## src/rtl/dsc_pkg.sv

```systemverilog
// package of offsets, field positions and reset values for the sense control bank
package dsc_pkg;

   // register indices as printed (byte address is four times the index)
   localparam logic [15:0] DSC_IDX_PHASE   = 16'h1872;   // phase control
   localparam logic [15:0] DSC_IDX_CURSNS  = 16'h1873;   // sense amp control
   localparam logic [15:0] DSC_IDX_FILTER  = 16'h1874;   // limit comparator filter
   // sampling mode control, own word after the filter register
   localparam logic [15:0] DSC_IDX_SAMPLE  = 16'h1875;
   // comparator status word, own choice
   localparam logic [15:0] DSC_IDX_STATUS  = 16'h1876;

   // phase control fields
   localparam int DSC_PH_NET_BIT  = 6;
   localparam int DSC_PH_INT_BIT  = 5;
   localparam int DSC_PH_EXT_BIT  = 4;
   localparam int DSC_PH_TAP0_BIT = 0;
   localparam logic [7:0] DSC_PH_MASK = 8'h77;

   // sense amp fields
   localparam int DSC_CS_AMPA_BIT = 2;
   localparam int DSC_CS_AMPB_BIT = 0;
   localparam logic [7:0] DSC_CS_MASK = 8'h05;

   // filter fields
   localparam int DSC_FL_CNT_LSB  = 4;
   localparam int DSC_FL_HYSTERESIS_LEVEL_BIT = 0;
   localparam logic [7:0] DSC_FL_MASK = 8'h71;

   // sampling mode field
   localparam int DSC_SM_EN_BIT   = 7;
   localparam logic [7:0] DSC_SM_MASK = 8'h80;

   // reset values
   localparam logic [7:0] DSC_RST_VAL = 8'h00;

   // filter code that bypasses the filter
   localparam logic [2:0] DSC_FL_BYPASS = 3'h0;

   // filter state machine
   typedef enum logic [1:0] {
      DSC_FS_IDLE  = 2'b00,
      DSC_FS_TRACK = 2'b01,
      DSC_FS_HOLD  = 2'b11
   } dsc_fstate_t;

endpackage : dsc_pkg

```

## src/rtl/dsc_regs.sv

```systemverilog
// wishbone register bank for virtual network, sense amps and comparator filter
//
// The Wishbone slave port was chosen for this implementation.
`timescale 1ns/1ps

////////////////////////////////////////////////////////////////////////////////
// Contract
// - reserved bits read zero, read-only
// - phase bit 6 enables resistor network
// - phase bit 5 routes neutral to DAC
// - phase bit 4 routes neutral to pin
// - phase bits 2..0 switch taps
// - sense bit 2 enables amplifier A
// - sense bit 0 enables amplifier B
// - filter count needs that many agreeing samples
// - count one passes each sample
// - count zero bypasses, low when sampling
// - filter bit 0 selects hysteresis level
module dsc_regs
   import dsc_pkg::*;
(
   // clock and reset
   input  wire logic        clk_i,
   input  wire logic        rst_i,
   // wishbone slave
   input  wire logic        cyc_i,
   input  wire logic        stb_i,
   input  wire logic        we_i,
   input  wire logic [17:0] adr_i,
   input  wire logic [3:0]  sel_i,
   input  wire logic [31:0] dat_i,
   output logic [31:0]      dat_o,
   output logic             ack_o,
   output logic             err_o,
   // analog controls
   output logic             resistor_network_enable_o,
   output logic             neutral_internal_route_o,
   output logic             neutral_external_route_o,
   output logic [2:0]       phase_tap_on_o,
   output logic             sense_amp_a_enable_o,
   output logic             sense_amp_b_enable_o,
   output logic             hysteresis_level_o,
   // comparator
   input  wire logic        raw_compare_out_i,
   output logic             filtered_compare_out_o
);
   import dsc_pkg::*;

   ////////////////////////////////////////////////////////////////////////////
   // storage
   logic [7:0] phase_reg;    // phase control
   logic [7:0] cursns_reg;   // sense amp control
   logic [7:0] filter_reg;   // filter control
   logic [7:0] sample_reg;   // sampling mode control
   logic       raw_sync;     // synchronised comparator
   logic       filt_out;     // filter output
   logic [15:0] idx;         // word index
   logic       req;          // new bus request
   logic       hit;          // mapped address
   logic [7:0] rd_next;      // read data

   // mask per register, used by read and write decode
   function automatic logic [7:0] dsc_mask(input logic [15:0] a);
      case (a)
         DSC_IDX_PHASE:  dsc_mask = DSC_PH_MASK;
         DSC_IDX_CURSNS: dsc_mask = DSC_CS_MASK;
         DSC_IDX_FILTER: dsc_mask = DSC_FL_MASK;
         DSC_IDX_SAMPLE: dsc_mask = DSC_SM_MASK;
         default:        dsc_mask = 8'h00;
      endcase
   endfunction : dsc_mask

   assign idx = adr_i[17:2];
   // one answer per request; ack drops in the cycle after
   assign req = cyc_i & stb_i & ~ack_o & ~err_o;
   assign hit = (idx == DSC_IDX_PHASE) || (idx == DSC_IDX_CURSNS) ||
                (idx == DSC_IDX_FILTER) || (idx == DSC_IDX_SAMPLE) ||
                (idx == DSC_IDX_STATUS);

   ////////////////////////////////////////////////////////////////////////////
   // writes, byte lane 0 only carries data
   always_ff @(posedge clk_i) begin
      if (rst_i) begin
         phase_reg  <= DSC_RST_VAL;
         cursns_reg <= DSC_RST_VAL;
         filter_reg <= DSC_RST_VAL;
         sample_reg <= DSC_RST_VAL;
      end else if (req && we_i && sel_i[0]) begin
         // reserved positions masked off at store
         case (idx)
            DSC_IDX_PHASE:  phase_reg  <= dat_i[7:0] & dsc_mask(idx);
            DSC_IDX_CURSNS: cursns_reg <= dat_i[7:0] & dsc_mask(idx);
            DSC_IDX_FILTER: filter_reg <= dat_i[7:0] & dsc_mask(idx);
            DSC_IDX_SAMPLE: sample_reg <= dat_i[7:0] & dsc_mask(idx);
            default: ;      // status and unmapped: no store
         endcase
      end
   end

   ////////////////////////////////////////////////////////////////////////////
   // read mux; reserved bits are zero since never stored
   always_comb begin
      case (idx)
         DSC_IDX_PHASE:  rd_next = phase_reg & dsc_mask(idx);
         DSC_IDX_CURSNS: rd_next = cursns_reg & dsc_mask(idx);
         DSC_IDX_FILTER: rd_next = filter_reg & dsc_mask(idx);
         DSC_IDX_SAMPLE: rd_next = sample_reg & dsc_mask(idx);
         DSC_IDX_STATUS: rd_next = {6'h00, raw_sync, filt_out};
         default:        rd_next = 8'h00;
      endcase
   end

   // answer one cycle after request; unmapped gets err
   always_ff @(posedge clk_i) begin
      if (rst_i) begin
         ack_o <= 1'b0;
         err_o <= 1'b0;
         dat_o <= 32'h0000_0000;
      end else begin
         ack_o <= req & hit;
         err_o <= req & ~hit;
         dat_o <= {24'h00_0000, (req && hit && !we_i) ? rd_next : 8'h00};
      end
   end

   ////////////////////////////////////////////////////////////////////////////
   // control outputs from flops, one cycle behind storage
   always_ff @(posedge clk_i) begin
      if (rst_i) begin
         resistor_network_enable_o <= 1'b0;
         neutral_internal_route_o  <= 1'b0;
         neutral_external_route_o  <= 1'b0;
         phase_tap_on_o            <= 3'h0;
         sense_amp_a_enable_o      <= 1'b0;
         sense_amp_b_enable_o      <= 1'b0;
         hysteresis_level_o        <= 1'b0;
         filtered_compare_out_o    <= 1'b0;
      end else begin
         resistor_network_enable_o <= phase_reg[DSC_PH_NET_BIT];
         neutral_internal_route_o  <= phase_reg[DSC_PH_INT_BIT];
         neutral_external_route_o  <= phase_reg[DSC_PH_EXT_BIT];
         phase_tap_on_o            <= phase_reg[DSC_PH_TAP0_BIT +: 3];
         sense_amp_a_enable_o      <= cursns_reg[DSC_CS_AMPA_BIT];
         sense_amp_b_enable_o      <= cursns_reg[DSC_CS_AMPB_BIT];
         hysteresis_level_o        <= filter_reg[DSC_FL_HYSTERESIS_LEVEL_BIT];
         filtered_compare_out_o    <= filt_out;
      end
   end

   ////////////////////////////////////////////////////////////////////////////
   // comparator path: pin level synchronised, then filtered
   dsc_sync u_sync (
      .clk_i (clk_i),
      .rst_i (rst_i),
      .d_i   (raw_compare_out_i),
      .q_o   (raw_sync)
   );

   // sampling mode is expected clear; set forces bypass output low
   dsc_filter u_filter (
      .clk_i       (clk_i),
      .rst_i       (rst_i),
      .count_i     (filter_reg[DSC_FL_CNT_LSB +: 3]),
      .sample_en_i (sample_reg[DSC_SM_EN_BIT]),
      .raw_i       (raw_sync),
      .out_o       (filt_out)
   );

endmodule : dsc_regs

```

## src/rtl/dsc_sync.sv

```systemverilog
// two flip-flop synchroniser for the raw comparator level
`timescale 1ns/1ps
module dsc_sync (
   // clock and reset
   input  wire logic clk_i,
   input  wire logic rst_i,
   // level in and out
   input  wire logic d_i,
   output logic      q_o
);
   logic meta_reg;   // first stage, read only by second stage

   // plain double flop
   always_ff @(posedge clk_i) begin
      if (rst_i) begin
         meta_reg <= 1'b0;
         q_o      <= 1'b0;
      end else begin
         meta_reg <= d_i;
         q_o      <= meta_reg;
      end
   end
endmodule : dsc_sync

```

## src/rtl/dsc_filter.sv

```systemverilog
// consecutive-sample output filter for the limit comparator
`timescale 1ns/1ps
module dsc_filter
   import dsc_pkg::*;
(
   // clock and reset
   input  wire logic       clk_i,
   input  wire logic       rst_i,
   // settings
   input  wire logic [2:0] count_i,
   input  wire logic       sample_en_i,
   // comparator in and filtered out
   input  wire logic       raw_i,
   output logic            out_o
);
   dsc_fstate_t state_reg;     // tracking state
   logic [2:0]  agree_reg;     // samples that agree so far
   logic        cand_reg;      // candidate new level

   // filter: one sample per clock, output follows after count agreeing
   always_ff @(posedge clk_i) begin
      if (rst_i) begin
         state_reg <= DSC_FS_IDLE;
         agree_reg <= 3'h0;
         cand_reg  <= 1'b0;
         out_o     <= 1'b0;
      end else if (count_i == DSC_FL_BYPASS) begin
         // bypass: raw level, or forced low in sampling mode
         state_reg <= DSC_FS_IDLE;
         agree_reg <= 3'h0;
         out_o     <= sample_en_i ? 1'b0 : raw_i;
      end else begin
         case (state_reg)
            DSC_FS_IDLE: begin
               if (raw_i != out_o) begin
                  if (count_i == 3'h1) begin
                     out_o <= raw_i;
                  end else begin
                     cand_reg  <= raw_i;
                     agree_reg <= 3'h1;
                     state_reg <= DSC_FS_TRACK;
                  end
               end
            end
            DSC_FS_TRACK: begin
               if (raw_i != cand_reg) begin
                  // disagreement restarts the count
                  state_reg <= DSC_FS_IDLE;
               end else if (agree_reg + 3'h1 >= count_i) begin
                  out_o     <= cand_reg;
                  state_reg <= DSC_FS_HOLD;
               end else begin
                  agree_reg <= agree_reg + 3'h1;
               end
            end
            DSC_FS_HOLD: state_reg <= DSC_FS_IDLE;  // one settle cycle
            default:     state_reg <= DSC_FS_IDLE;
         endcase
      end
   end
endmodule : dsc_filter

```

## config.mk

```make
export PLATFORM = sky130hd
export DESIGN_NAME = dsc_regs
export DESIGN_NICKNAME = d
export VERILOG_FILES = /design/src/rtl/dsc_pkg.sv /design/src/rtl/dsc_regs.sv /design/src/rtl/dsc_sync.sv /design/src/rtl/dsc_filter.sv
export SDC_FILE = /design/constraint.sdc
export NUM_CORES = 1
export LEC_CHECK = 0
export BUFFER_PORTS_ARGS = -buffer_cell sky130_fd_sc_hd__clkbuf_2
export CAP_MARGIN = 0
export CORE_MARGIN = 8
export CORE_UTILIZATION = 48
export CTS_CLUSTER_SIZE = 24
export DETAILED_ROUTE_END_ITERATION = 12
export PLACE_DENSITY = 0.92
export SYNTH_ARGS = -nofsm -noshare
export SYNTH_HDL_FRONTEND = slang
export SYNTH_SLANG_ARGS = --single-unit
export TNS_END_PERCENT = 10
```

## constraint.sdc

```tcl
create_clock -name clk_i -period 3.6 [get_ports clk_i]
set_clock_uncertainty 0.05 [all_clocks]
set_input_delay 0.9 -clock clk_i [delete_from_list [all_inputs] [get_ports clk_i]]
set_output_delay 0.9 -clock clk_i [all_outputs]
set_load 0.05 [all_outputs]
```

==> results of run 1 <==
==> per-layer routing <==
| metal | up-vias | wire length [µm] |
|---|---|---|
| met4 | 0 | 96 |
| met3 | 8 | 400 |
| met1 | 680 | 1590 |
| li1 | 742 | - |
| met2 | 49 | 2160 |
| met5 | - | 0 |
==> logic make-up (layout without fill, tap and decap cells) <==
| kind of cell | Yosys count | after routing | synth area share (%) |
|---|---|---|---|
| DFF | 41 | 41 | 42.4 |
| AOI/OAI and AO/OA | 24 | 24 | 8.66 |
| xor gates and xnor gates | 4 | 4 | 1.81 |
| other | 1 | 25 | 0.194 |
| buffers and inverters | 40 | 62 | 13.0 |
| and+or+nand+nor | 76 | 76 | 23.6 |
| adders and majority gates | 4 | 4 | 2.58 |
| muxes | 15 | 15 | 7.75 |
==> final timing paths <==
| path | to | slack, ns | cells past startpoint |
|---|---|---|---|
| worst min register to register | u_sync.q_o | 0.39 | 1 |
| worst max-delay path | u_filter.agree_reg[1] | 0.97 | 7 |
| worst min-delay path | u_sync.q_o | 0.39 | 1 |
| worst max register to register | u_filter.agree_reg[1] | 0.97 | 7 |
==> cells in the mapped netlist (3+ instances only) <==
library cell	number
nor2b_1	15
nand2_1	6
inv_1	6
nor2_1	24
clkbuf_1	7
nand2b_1	6
a22oi_1	4
or4_1	3
dfxtp_1	41
nor3_1	3
o21ai_0	6
nor4_1	4
nand3_1	3
ha_1	4
a21oi_1	3
buf_4	25
mux2i_1	15
==> per-stage QoR <==
| stage | power [mW] | hold WS, ns | setup WS, ns | cells |
|---|---|---|---|---|
| finish | 0.935 | 0.392 | 0.973 | 301 |
| global route | 0.969 | 0.421 | 0.700 | 301 |
| CTS | 0.945 | 0.400 | 0.958 | 301 |
| detailed placement | 0.567 | 0.382 | 0.826 | 293 |
| global placement | 0.566 | 0.367 | 0.814 | 293 |
| floorplan | 0.567 | 0.364 | 1.14 | 229 |
==> critical path: stages (launching register included) <==
cell and delay (ns):
dfxtp_1 0.40, ha_1 0.22, xor2_1 0.17, ha_1 0.26
a21oi_1 0.15, o21ai_0 0.19, a2111oi_0 0.81, o21ai_0 0.23
==> power by group <==
part | leakage (nW) | internal, mW | switching [mW]
combinational | 0.676 | 0.0198 | 0.0810
clock | 0.0585 | 0.226 | 0.152
sequential | 0.331 | 0.455 | 0.00186
==> cells in the final DEF (no fill, tap or decap), types with 4 or more instances in the layout <==
cell	n
mux2i_1	15
nand2b_1	6
inv_1	6
clkbuf_8	6
nand2_1	6
conb_1	25
ha_1	4
clkbuf_2	48
dfxtp_1	41
a22oi_1	4
o21ai_0	6
nor2_1	24
nor2b_1	15
nor4_1	4
==> layout make-up <==
class	count	area, µm²
well taps	50	62.6
clock buffers	7	86.3
inverters	6	22.5
repair buffers	48	240
fillers	355	1730
clock inverters	1	30.0
multi-input cells	148	953
flip-flops and latches	41	821
==> results.md, run 1 <==
- TritonCTS clock tree: yes
- Post-layout minimum cycle time: 2.63 ns
- Pwr dens: 422 nW/µm²
- Routed WL per cell: around 14 µm
- Gr busiest metal: met2
- Final setup vio count: 0
- # resized after CTS: 0
- Number of synthesized flops with an enable pin: 0
- Clk_lat worst skew: 0.29 ns
- Avg Cell Area, Syn: 9.45 µm²
- Met1 usage: 13.9%
- Post-CTS Setup Inserts: 0
- Leak: 1.07 nW
- Hold path startpoint: u_sync.meta_reg
- Critical Path End Type: flop
- Status: completed
- Placed Area: 2100 µm²
- Relative slew slack: 43.3%
- Vias post-DR: 1,479
- Crit path from: u_filter.agree_reg[0]
- Worst Path Max Fanout: 4
- Critical R2R Launch: u_filter.agree_reg[0]
- Prevailing post-synth register cell: dfxtp_1
- Starting DRT DRC Count: 108
- Vias in the first global route: between 1,500 and 2,000
- Non-Filler Cell Area, Final: 2220 µm²
- Synth top area cells: dfxtp_1 42%, buf_4 9.7%, mux2i_1 7.8%
- Post-Syn Area: 1940 µm²
- Slew @ Worst Pin: just over 0.8 ns
- Die Ht: 79.5 µm
- Post-synthesis sequential area ratio: between 40% and 50%
- Drt first pass iters: 4
- Hold Crit Class: reg2reg
- Max Cap Violations: 0
- Worst-path clk slew: 0.07 ns
- Tcrit/Tclk final: approximately 73%
- Seq cells post-synth: 41
- Syn. warnings: 0
- CORE AREA: 3940 µm²
- Gr usage total: between 10 and 15%
- Routability cong.: between 0.7 and 0.8
- RSZ-0062 raised after global routing: false
- Die area: 6320 µm²
- IO Count: 104
- # port buffers: 48
- Post-route core utilization: between 50% and 60%
- Worst EP arrival: 2.72 ns
- Count of nets left with antenna violations after detail routing: 0
- Mapped Cells: 205
- Worst setup path class: reg2reg
- Gr ovfl total: 0
- Synth-to-layout area growth: 14.4%
- Clock Tree Buf Depth: 2
- DRT Wirelength: 4.25 mm
- Antenna violations before repair: 0
- Vias per cell: 4.91
- Crit path required time: 3.69 ns
- Cell accounting for the most synthesized area: dfxtp_1
- Sinks on Clock Net: 41
- Layout cells sized above 1: 24.7%
- Met2 GRT Util: 24.8%
- Distinct cells, synth: 41
- N_diodes: 0
- Rows: 23
- Die Width: 79.5 µm
- Yosys top cell area share: 42.4%
- GR Util met3: 5.86%
- Initial core utilization: 49.1%
- Total CTS buffers: 5
- Endpoints failing hold: 0
- First-pass GRT wire length: ~7 mm
- Largest net degree at the start of global routing: 29
- VDD IR max: between 0.15 and 0.2 mV
- Hpwl dp: ~3.2 mm
- Fin nets: 314
- CTS H-tree depth: 2
- Fmax achieved: 381 MHz
- Ys async rst share: 0%
- Startpoint Class: flop
- DRC: 0
- CTS Hold Bufs: 0
- Slew Viols, Final: 0
- Root buffer cell: clkbuf_8
- Setup tns final: 0 ns
- Max reg flops: 7
(Power assumes the default switching activity.)
==> inputs of run 2 (changes only) <==
--- a/config.mk
+++ b/config.mk
@@ -8,10 +8,10 @@
 export BUFFER_PORTS_ARGS = -buffer_cell sky130_fd_sc_hd__clkbuf_2
 export CAP_MARGIN = 0
 export CORE_MARGIN = 8
-export CORE_UTILIZATION = 48
+export CORE_UTILIZATION = 44
 export CTS_CLUSTER_SIZE = 24
 export DETAILED_ROUTE_END_ITERATION = 12
-export PLACE_DENSITY = 0.92
+export PLACE_DENSITY = 0.86
 export SYNTH_ARGS = -nofsm -noshare
 export SYNTH_HDL_FRONTEND = slang
 export SYNTH_SLANG_ARGS = --single-unit
==> constraint.sdc (replaced) <==
create_clock -name clk_i -period 2.6 [get_ports clk_i]
set_clock_uncertainty 0.05 [all_clocks]
set_input_delay 0.65 -clock clk_i [delete_from_list [all_inputs] [get_ports clk_i]]
set_output_delay 0.65 -clock clk_i [all_outputs]
set_load 0.05 [all_outputs]
==> run 2 against run 1 <==
- wire length down 1.6%
- critical path depth fell by 1
- utilization decreased by 3.9 points
- sequential share of layout area down 0.50 points
- hold slack got worse by 0.0027 ns
- clock power is 38% higher
- register-to-register slack worse by 0.66 ns
- combinational power rose by 41%
- final cell count is 1.7% higher
==> results.md, run 2 (same netlist as run 1, synthesis figures left out) <==
- Status: completed
- Crit path required time: 2.72 ns (-0.97 ns)
- CTS H-tree depth: 2 (unchanged)
- Placed Area: 2120 µm² (+1.2%)
- Commonest cells after routing, fill and taps aside: 48 x clkbuf_2, 41 x dfxtp_1, 25 x conb_1
- P_int: 0.973 mW (+39%)
- TritonCTS clock tree: yes
- Rows: 24 (+4.3%)
- Synth-to-layout area growth: 16.0%
- Critical Path End Type: flop
- Vias per cell: 4.99 (+1.5%)
- Tcrit/Tclk final: between 80% and 90%
- Antenna violations before repair: 0 (unchanged)
- Hpwl dp: 3.26 mm (+0.95%)
- Comb pwr share: 11.0% (+0.2 points)
- CORE AREA: 4290 µm² (+8.9%)
- Leak: 1.08 nW (+1.3%)
- Worst Path Max Fanout: 7 (+3)
- Die Ht: 82.3 µm (+3.6%)
- Starting DRT DRC Count: 112 (+3.7%)
- Setup ws final: 0.308 ns (-0.665 ns)
- Cell family contributing the most delay on the critical path: simple AND/OR/NAND/NOR gates
- Switching part of the total: 24.9% (-0.18 points)
- Fin nets: 317 (+0.96%)
- Sinks on Clock Net: 41 (unchanged)
- Critical path, cell by cell: clkbuf_2 > nor4bb_1 > nand4_1 > or4_1 > mux2i_1 > nor2_1
- Root buffer cell: clkbuf_8
- Setup tns final: 0 ns (unchanged)
- Routed WL per cell: 13.7 µm (-3.3%)
- Count of nets left with antenna violations after detail routing: 0 (unchanged)
- Max Cap Violations: 0 (unchanged)
- Worst-path clk slew: 0.07 ns (about the same)
- RSZ-0062 raised after global routing: false
- Clk_lat worst skew: 0.30 ns (about the same)
- Largest net degree at the start of global routing: 28 (-3.4%)
- Clock Tree Buf Depth: 2 (unchanged)
- Hold Crit Class: reg2reg
- Slew @ Worst Pin: 0.627 ns (-0.202 ns)
- Worst EP arrival: 2.42 ns (-0.30 ns)
- Post-layout minimum cycle time: 2.29 ns
- DRC: 0 (unchanged)
- Buffers & Inverters on Critical Path: 1 (+1)
- Routability cong.: 0.798 (+0.35%)
- Pwr dens: 577 nW/µm² (+37%)
- Clock power frac: 40.2% (-0.2 points)
- Max reg flops: 7 (unchanged)
- Crit-path slowest cell: or4_1
- Post-route core utilization: 52.3% (-3.9 points)
- Drt first pass iters: 5 (+1)
- First-pass GRT wire length: 6.52 mm (-7.7%)
- Worst setup path class: in2reg
- IO Count: 104 (unchanged)
- # port buffers: 48 (unchanged)
- N_diodes: 0 (unchanged)
- Vias in the first global route: 1,456 (-5.6%)
- Gr ovfl total: 0 (unchanged)
- Total CTS buffers: 5 (unchanged)
- DRT Wirelength: 4.18 mm (-1.6%)
- Initial core utilization: 45.1% (-4.0 points)
- Vias post-DR: 1,526 (+3.2%)
- Switching Power: 0.323 mW (+37%)
- Fmax achieved: about 440 MHz
- Slew Viols, Final: 0 (unchanged)
- Most common cell after layout, fill and taps aside: clkbuf_2
- Gr usage total: 12.5% (-1.5 points)
- Non-Filler Cell Area, Final: 2250 µm² (+1.4%)
- Crit-path max cell delay: 0.77 ns (-0.04 ns)
- Relative slew slack: 57.8% (+15 points)
- VDD IR max: 0.227 mV (+19%)
- Place WS: 0.0394 ns (-0.787 ns)
- Final setup vio count: 0 (unchanged)
- Seq pwr share: 48.8% (about the same)
- Startpoint Class: primary input
- CTS Hold Bufs: 0 (unchanged)
- Endpoints failing hold: 0 (unchanged)
- Layout cells sized above 1: 26.0% (+1.3 points)
- Die area: 6780 µm² (+7.2%)
- Die Width: 82.3 µm (+3.6%)
run 2: cell count changes in the layout (fill, tap and decap cells not counted):
cell    before  now
buf_4        0    3
nor3_1       3    2
nor3_2       1    2
run 2: final timing paths:
path                            slack (ns)                     to             startpoint  cells after the start
worst max-delay path                  0.31           phase_reg[1]                  stb_i                      6
worst min-delay path                  0.39             u_sync.q_o        u_sync.meta_reg                      1
worst max register to register        0.31  u_filter.agree_reg[2]  u_filter.agree_reg[0]                      8
worst min register to register        0.39             u_sync.q_o        u_sync.meta_reg                      1
run 2: final cells by class:
| class | count | area (µm²) |
|---|---|---|
| Sequential cell | 41 | 821 |
| Tap cell | 52 | 65.1 |
| Clock inverter | 1 | 30.0 |
| Timing Repair Buffer | 51 | 263 |
| Fill cell | 396 | 2050 |
| Inverter | 6 | 22.5 |
| Clock buffer | 7 | 86.3 |
| Multi-Input combinational cell | 148 | 958 |
run 2: metrics by stage:
step	cells	total power [mW]	hold slack (ns)
3_5_place_dp	298	0.788	0.379
2_1_floorplan	229	0.785	0.364
3_3_place_gp	298	0.786	0.368
5_1_grt	306	1.34	0.428
4_1_cts	306	1.31	0.396
6_report	306	1.30	0.390
run 2: layer usage:
metal	up-vias	share of wire, %	global-route usage [%]	wire, µm
li1	753	-	-	-
met1	700	39	13.2	1620
met2	66	48	21.1	2000
met3	7	11	4.33	460
met4	0	2.4	7.54	99
met5	-	0	0	0
run 2: worst reg2reg max path: cells and delay by family, from the launching register on:
kind	cells	cell delay [ns]
AOI/OAI and AO/OA	4	0.89
adders and majority gates	2	0.48
DFF	1	0.38
buffers and inverters	1	0.19
xor gates and xnor gates	1	0.18
run 2: power by group through the flow:
stage | Clock [mW] | Sequential [mW] | Combinational (mW)
floorplan | 0 | 0.649 | 0.136
global placement | 0 | 0.647 | 0.139
detailed placement | 0 | 0.647 | 0.141
CTS | 0.535 | 0.632 | 0.141
global route | 0.559 | 0.633 | 0.150
finish | 0.520 | 0.633 | 0.142
run 2: repair_timing:
item	CTS	global route
setup buffers	0	0
setup endpoints to repair	0	1
resized for setup	0	1
==> inputs of run 3 (changes only) <==
--- a/config.mk
+++ b/config.mk
@@ -5,10 +5,11 @@
 export SDC_FILE = /design/constraint.sdc
 export NUM_CORES = 1
 export LEC_CHECK = 0
+export ABC_AREA = 1
 export BUFFER_PORTS_ARGS = -buffer_cell sky130_fd_sc_hd__clkbuf_2
 export CAP_MARGIN = 0
 export CORE_MARGIN = 8
-export CORE_UTILIZATION = 44
+export CORE_UTILIZATION = 45
 export CTS_CLUSTER_SIZE = 24
 export DETAILED_ROUTE_END_ITERATION = 12
 export PLACE_DENSITY = 0.86
==> run 3 against run 2 <==
- flip-flop and latch count unchanged
- fmax up 21%
- critical path depth up 2
- sequential power about the same
- clock-buffer cell count unchanged
- critical endpoint is now u_filter.agree_reg[0]
- die area up 3.3%
- final area up 4.2%
==> results.md, run 3 <==
- Worst Path Max Fanout: 4 (-3)
- Post-CTS Setup Inserts: 0 (unchanged)
- Most common cell after layout, fill and taps aside: clkbuf_2
- Pwr dens: 508 nW/µm² (-12%)
- Die area: 7010 µm² (+3.3%)
- Die Width: 83.7 µm (+1.7%)
- CTS Hold Bufs: 0 (unchanged)
- Final setup vio count: 0 (unchanged)
- Vias per cell: 4.58 (-8.1%)
- Status: completed
- # port buffers: 48 (unchanged)
- First-pass GRT wire length: 7.52 mm (+15%)
- N_diodes: 0 (unchanged)
- Vias post-DR: 1,750 (+15%)
- Critical R2R Launch: u_filter.agree_reg[0]
- Vias in the first global route: 1,801 (+24%)
- Leak: 1.04 nW (-3.6%)
- Synth top area cells: dfxtp_1 40%, buf_4 9.1%, nor2_1 7.8%
- Die Ht: 83.7 µm (+1.7%)
- Sinks on Clock Net: 41 (unchanged)
- Startpoint Class: flop
- # resized after CTS: 0 (unchanged)
- Setup ws final: 0.707 ns (+0.399 ns)
- Synth cell count leaders: 43 x nor2_1, 42 x nand2_1, 41 x dfxtp_1, 37 x inv_1, 25 x buf_4
- IO Count: 104 (unchanged)
- Prevailing post-synth register cell: dfxtp_1
- Avg Cell Area, Syn: 7.40 µm² (-22%)
- Drt first pass iters: 4 (-1)
- Crit path from: u_filter.agree_reg[0]
- Most frequent cell after synthesis: nor2_1
- Max reg flops: 7 (unchanged)
- Layout cells sized above 1: 23.9% (-2.0 points)
- Routability cong.: 0.809 (+1.4%)
- Mapped Cells: 279 (+36%)
- Worst reg2reg path depth: 8 (unchanged)
- Crit path required time: 2.73 ns (about the same)
- Count of nets left with antenna violations after detail routing: 0 (unchanged)
- Root buffer cell: clkbuf_8
- Yosys top cell area share: 39.8% (-2.6 points)
- Gr ovfl total: 0 (unchanged)
- Worst EP arrival: 2.03 ns (-0.39 ns)
- Place WS: 0.558 ns (+0.519 ns)
- Clk_lat worst skew: 0.29 ns (about the same)
- Seq cells post-synth: 41 (unchanged)
- Antenna violations before repair: 0 (unchanged)
- Fin nets: 394 (+24%)
- Largest net degree at the start of global routing: 21 (-25%)
- DRC: 0 (unchanged)
- Worst hold endpoint: u_sync.q_o
- Hold path cells: 2 (+1)
- Initial core utilization: 47.1% (+2.0 points)
- Reg2Reg Setup Slack: 0.71 ns (+0.40 ns)
- Tcrit/Tclk final: 72.8% (-15 points)
- Reg2reg end: u_filter.agree_reg[0]
- DRT Wirelength: 4.23 mm (+1.1%)
- Number of synthesized flops with an enable pin: 0 (unchanged)
- Gr usage total: 12.7% (+0.15 points)
- Distinct cells, synth: 34 (-17%)
- Total CTS buffers: 5 (unchanged)
- Worst-path clk slew: 0.07 ns (about the same)
- Slew Viols, Final: 0 (unchanged)
- Post-layout minimum cycle time: 1.89 ns (-0.399 ns)
- Setup tns final: 0 ns (unchanged)
- Critical Path End Type: flop
- TritonCTS clock tree: yes
- Max Cap Violations: 0 (unchanged)
- Commonest cells after routing, fill and taps aside: 48 x clkbuf_2, 43 x nor2_1, 42 x nand2_1
- Hold path startpoint: u_sync.meta_reg
- VDD IR max: 0.201 mV (-12%)
- Starting DRT DRC Count: 97 (-13%)
- Clock Tree Buf Depth: 2 (unchanged)
- CTS H-tree depth: 2 (unchanged)
- Routed WL per cell: 11.1 µm (-19%)
- RSZ-0062 raised after global routing: false
- Hpwl dp: 3.45 mm (+5.8%)
- Hold Crit Class: reg2reg
- Post-synthesis sequential area ratio: 39.8% (-2.6 points)
- Post-Syn Area: 2060 µm² (+6.5%)
- CORE AREA: 4380 µm² (+2.1%)
- Worst setup path class: reg2reg
- Fmax achieved: 528 MHz (+21%)
- Synth-to-layout area growth: 13.5%
- Ys async rst share: 0% (unchanged)
- Syn. warnings: 0 (unchanged)
- Cell accounting for the most synthesized area: dfxtp_1
- Endpoints failing hold: 0 (unchanged)
- Rows: 24 (unchanged)
## run 3: cell types whose count changed after synthesis, sizes merged, moves of 15 or more
cell / previous run / this run
nor2b: 15 / 0
mux2i: 15 / 0
nor2: 24 / 57
nand2: 7 / 45
inv: 6 / 39
nand3: 3 / 18
## run 3: cells by family (layout without fill, tap and decap cells)
| group | count (synthesis) | after routing | share of synthesized area (%) |
|---|---|---|---|
| buffers and inverters | 69 | 96 | 17.5 |
| and+or+nand+nor | 130 | 130 | 30.6 |
| other | 1 | 25 | 0.182 |
| xor gates and xnor gates | 2 | 2 | 0.849 |
| DFF | 41 | 41 | 39.8 |
| AOI/OAI and AO/OA | 32 | 32 | 8.61 |
| adders and majority gates | 4 | 4 | 2.43 |
## run 3: power breakdown
group	switching, mW	internal, mW	total [mW]
sequential	0.00198	0.630	0.632
combinational	0.122	0.0288	0.151
clock	0.196	0.210	0.406
## run 3: worst max-delay path, cell delays in order, from the launching register on
cell and delay, ns:
dfxtp_1 0.38, ha_1 0.19, xor2_1 0.23, ha_1 0.30, a21oi_1 0.21, nand2_1 0.09, nor2_1 0.13, a21oi_1 0.08
a21boi_1 0.12
## run 3: per-stage QoR
step / total power, mW / hold WS, ns / cells / utilization, % / instance area (µm²)
2_1_floorplan: 0.792 / 0.338 / 303 / - / 2150
3_3_place_gp: 0.794 / 0.339 / 375 / 51.4 / 2250
3_5_place_dp: 0.797 / 0.353 / 375 / 51.4 / 2250
4_1_cts: 1.20 / 0.362 / 382 / 53.4 / 2340
5_1_grt: 1.24 / 0.382 / 382 / 53.4 / 2340
6_report: 1.19 / 0.358 / 382 / 53.4 / 2340
## run 3: worst max path at each step
stage | end | slack, ns | cells past startpoint
4_1_cts | u_filter.agree_reg[0] | 0.69 | 10
3_5_place_dp | filter_reg[5] | 0.56 | 9
5_1_grt | u_filter.agree_reg[2] | 0.46 | 12
6_report | u_filter.agree_reg[0] | 0.71 | 8
2_1_floorplan | phase_reg[1] | 0.93 | 8
3_3_place_gp | filter_reg[6] | 0.60 | 10
## run 3: area by class of cell
type / count / area (µm²)
inverters: 40 / 150
repair buffers: 49 / 248
flip-flops and latches: 41 / 821
multi-input cells: 193 / 971
fillers: 424 / 2040
clock buffers: 7 / 86.3
well taps: 52 / 65.1
## run 3: routing by layer
metal	wire length, µm	part of all wire (%)	up-vias	GRT usage [%]
li1	-	-	925	-
met4	117	2.8	0	8.48
met5	0	0	-	0
met2	1980	47	69	20.9
met1	1750	41	746	13.1
met3	381	9.0	10	4.79
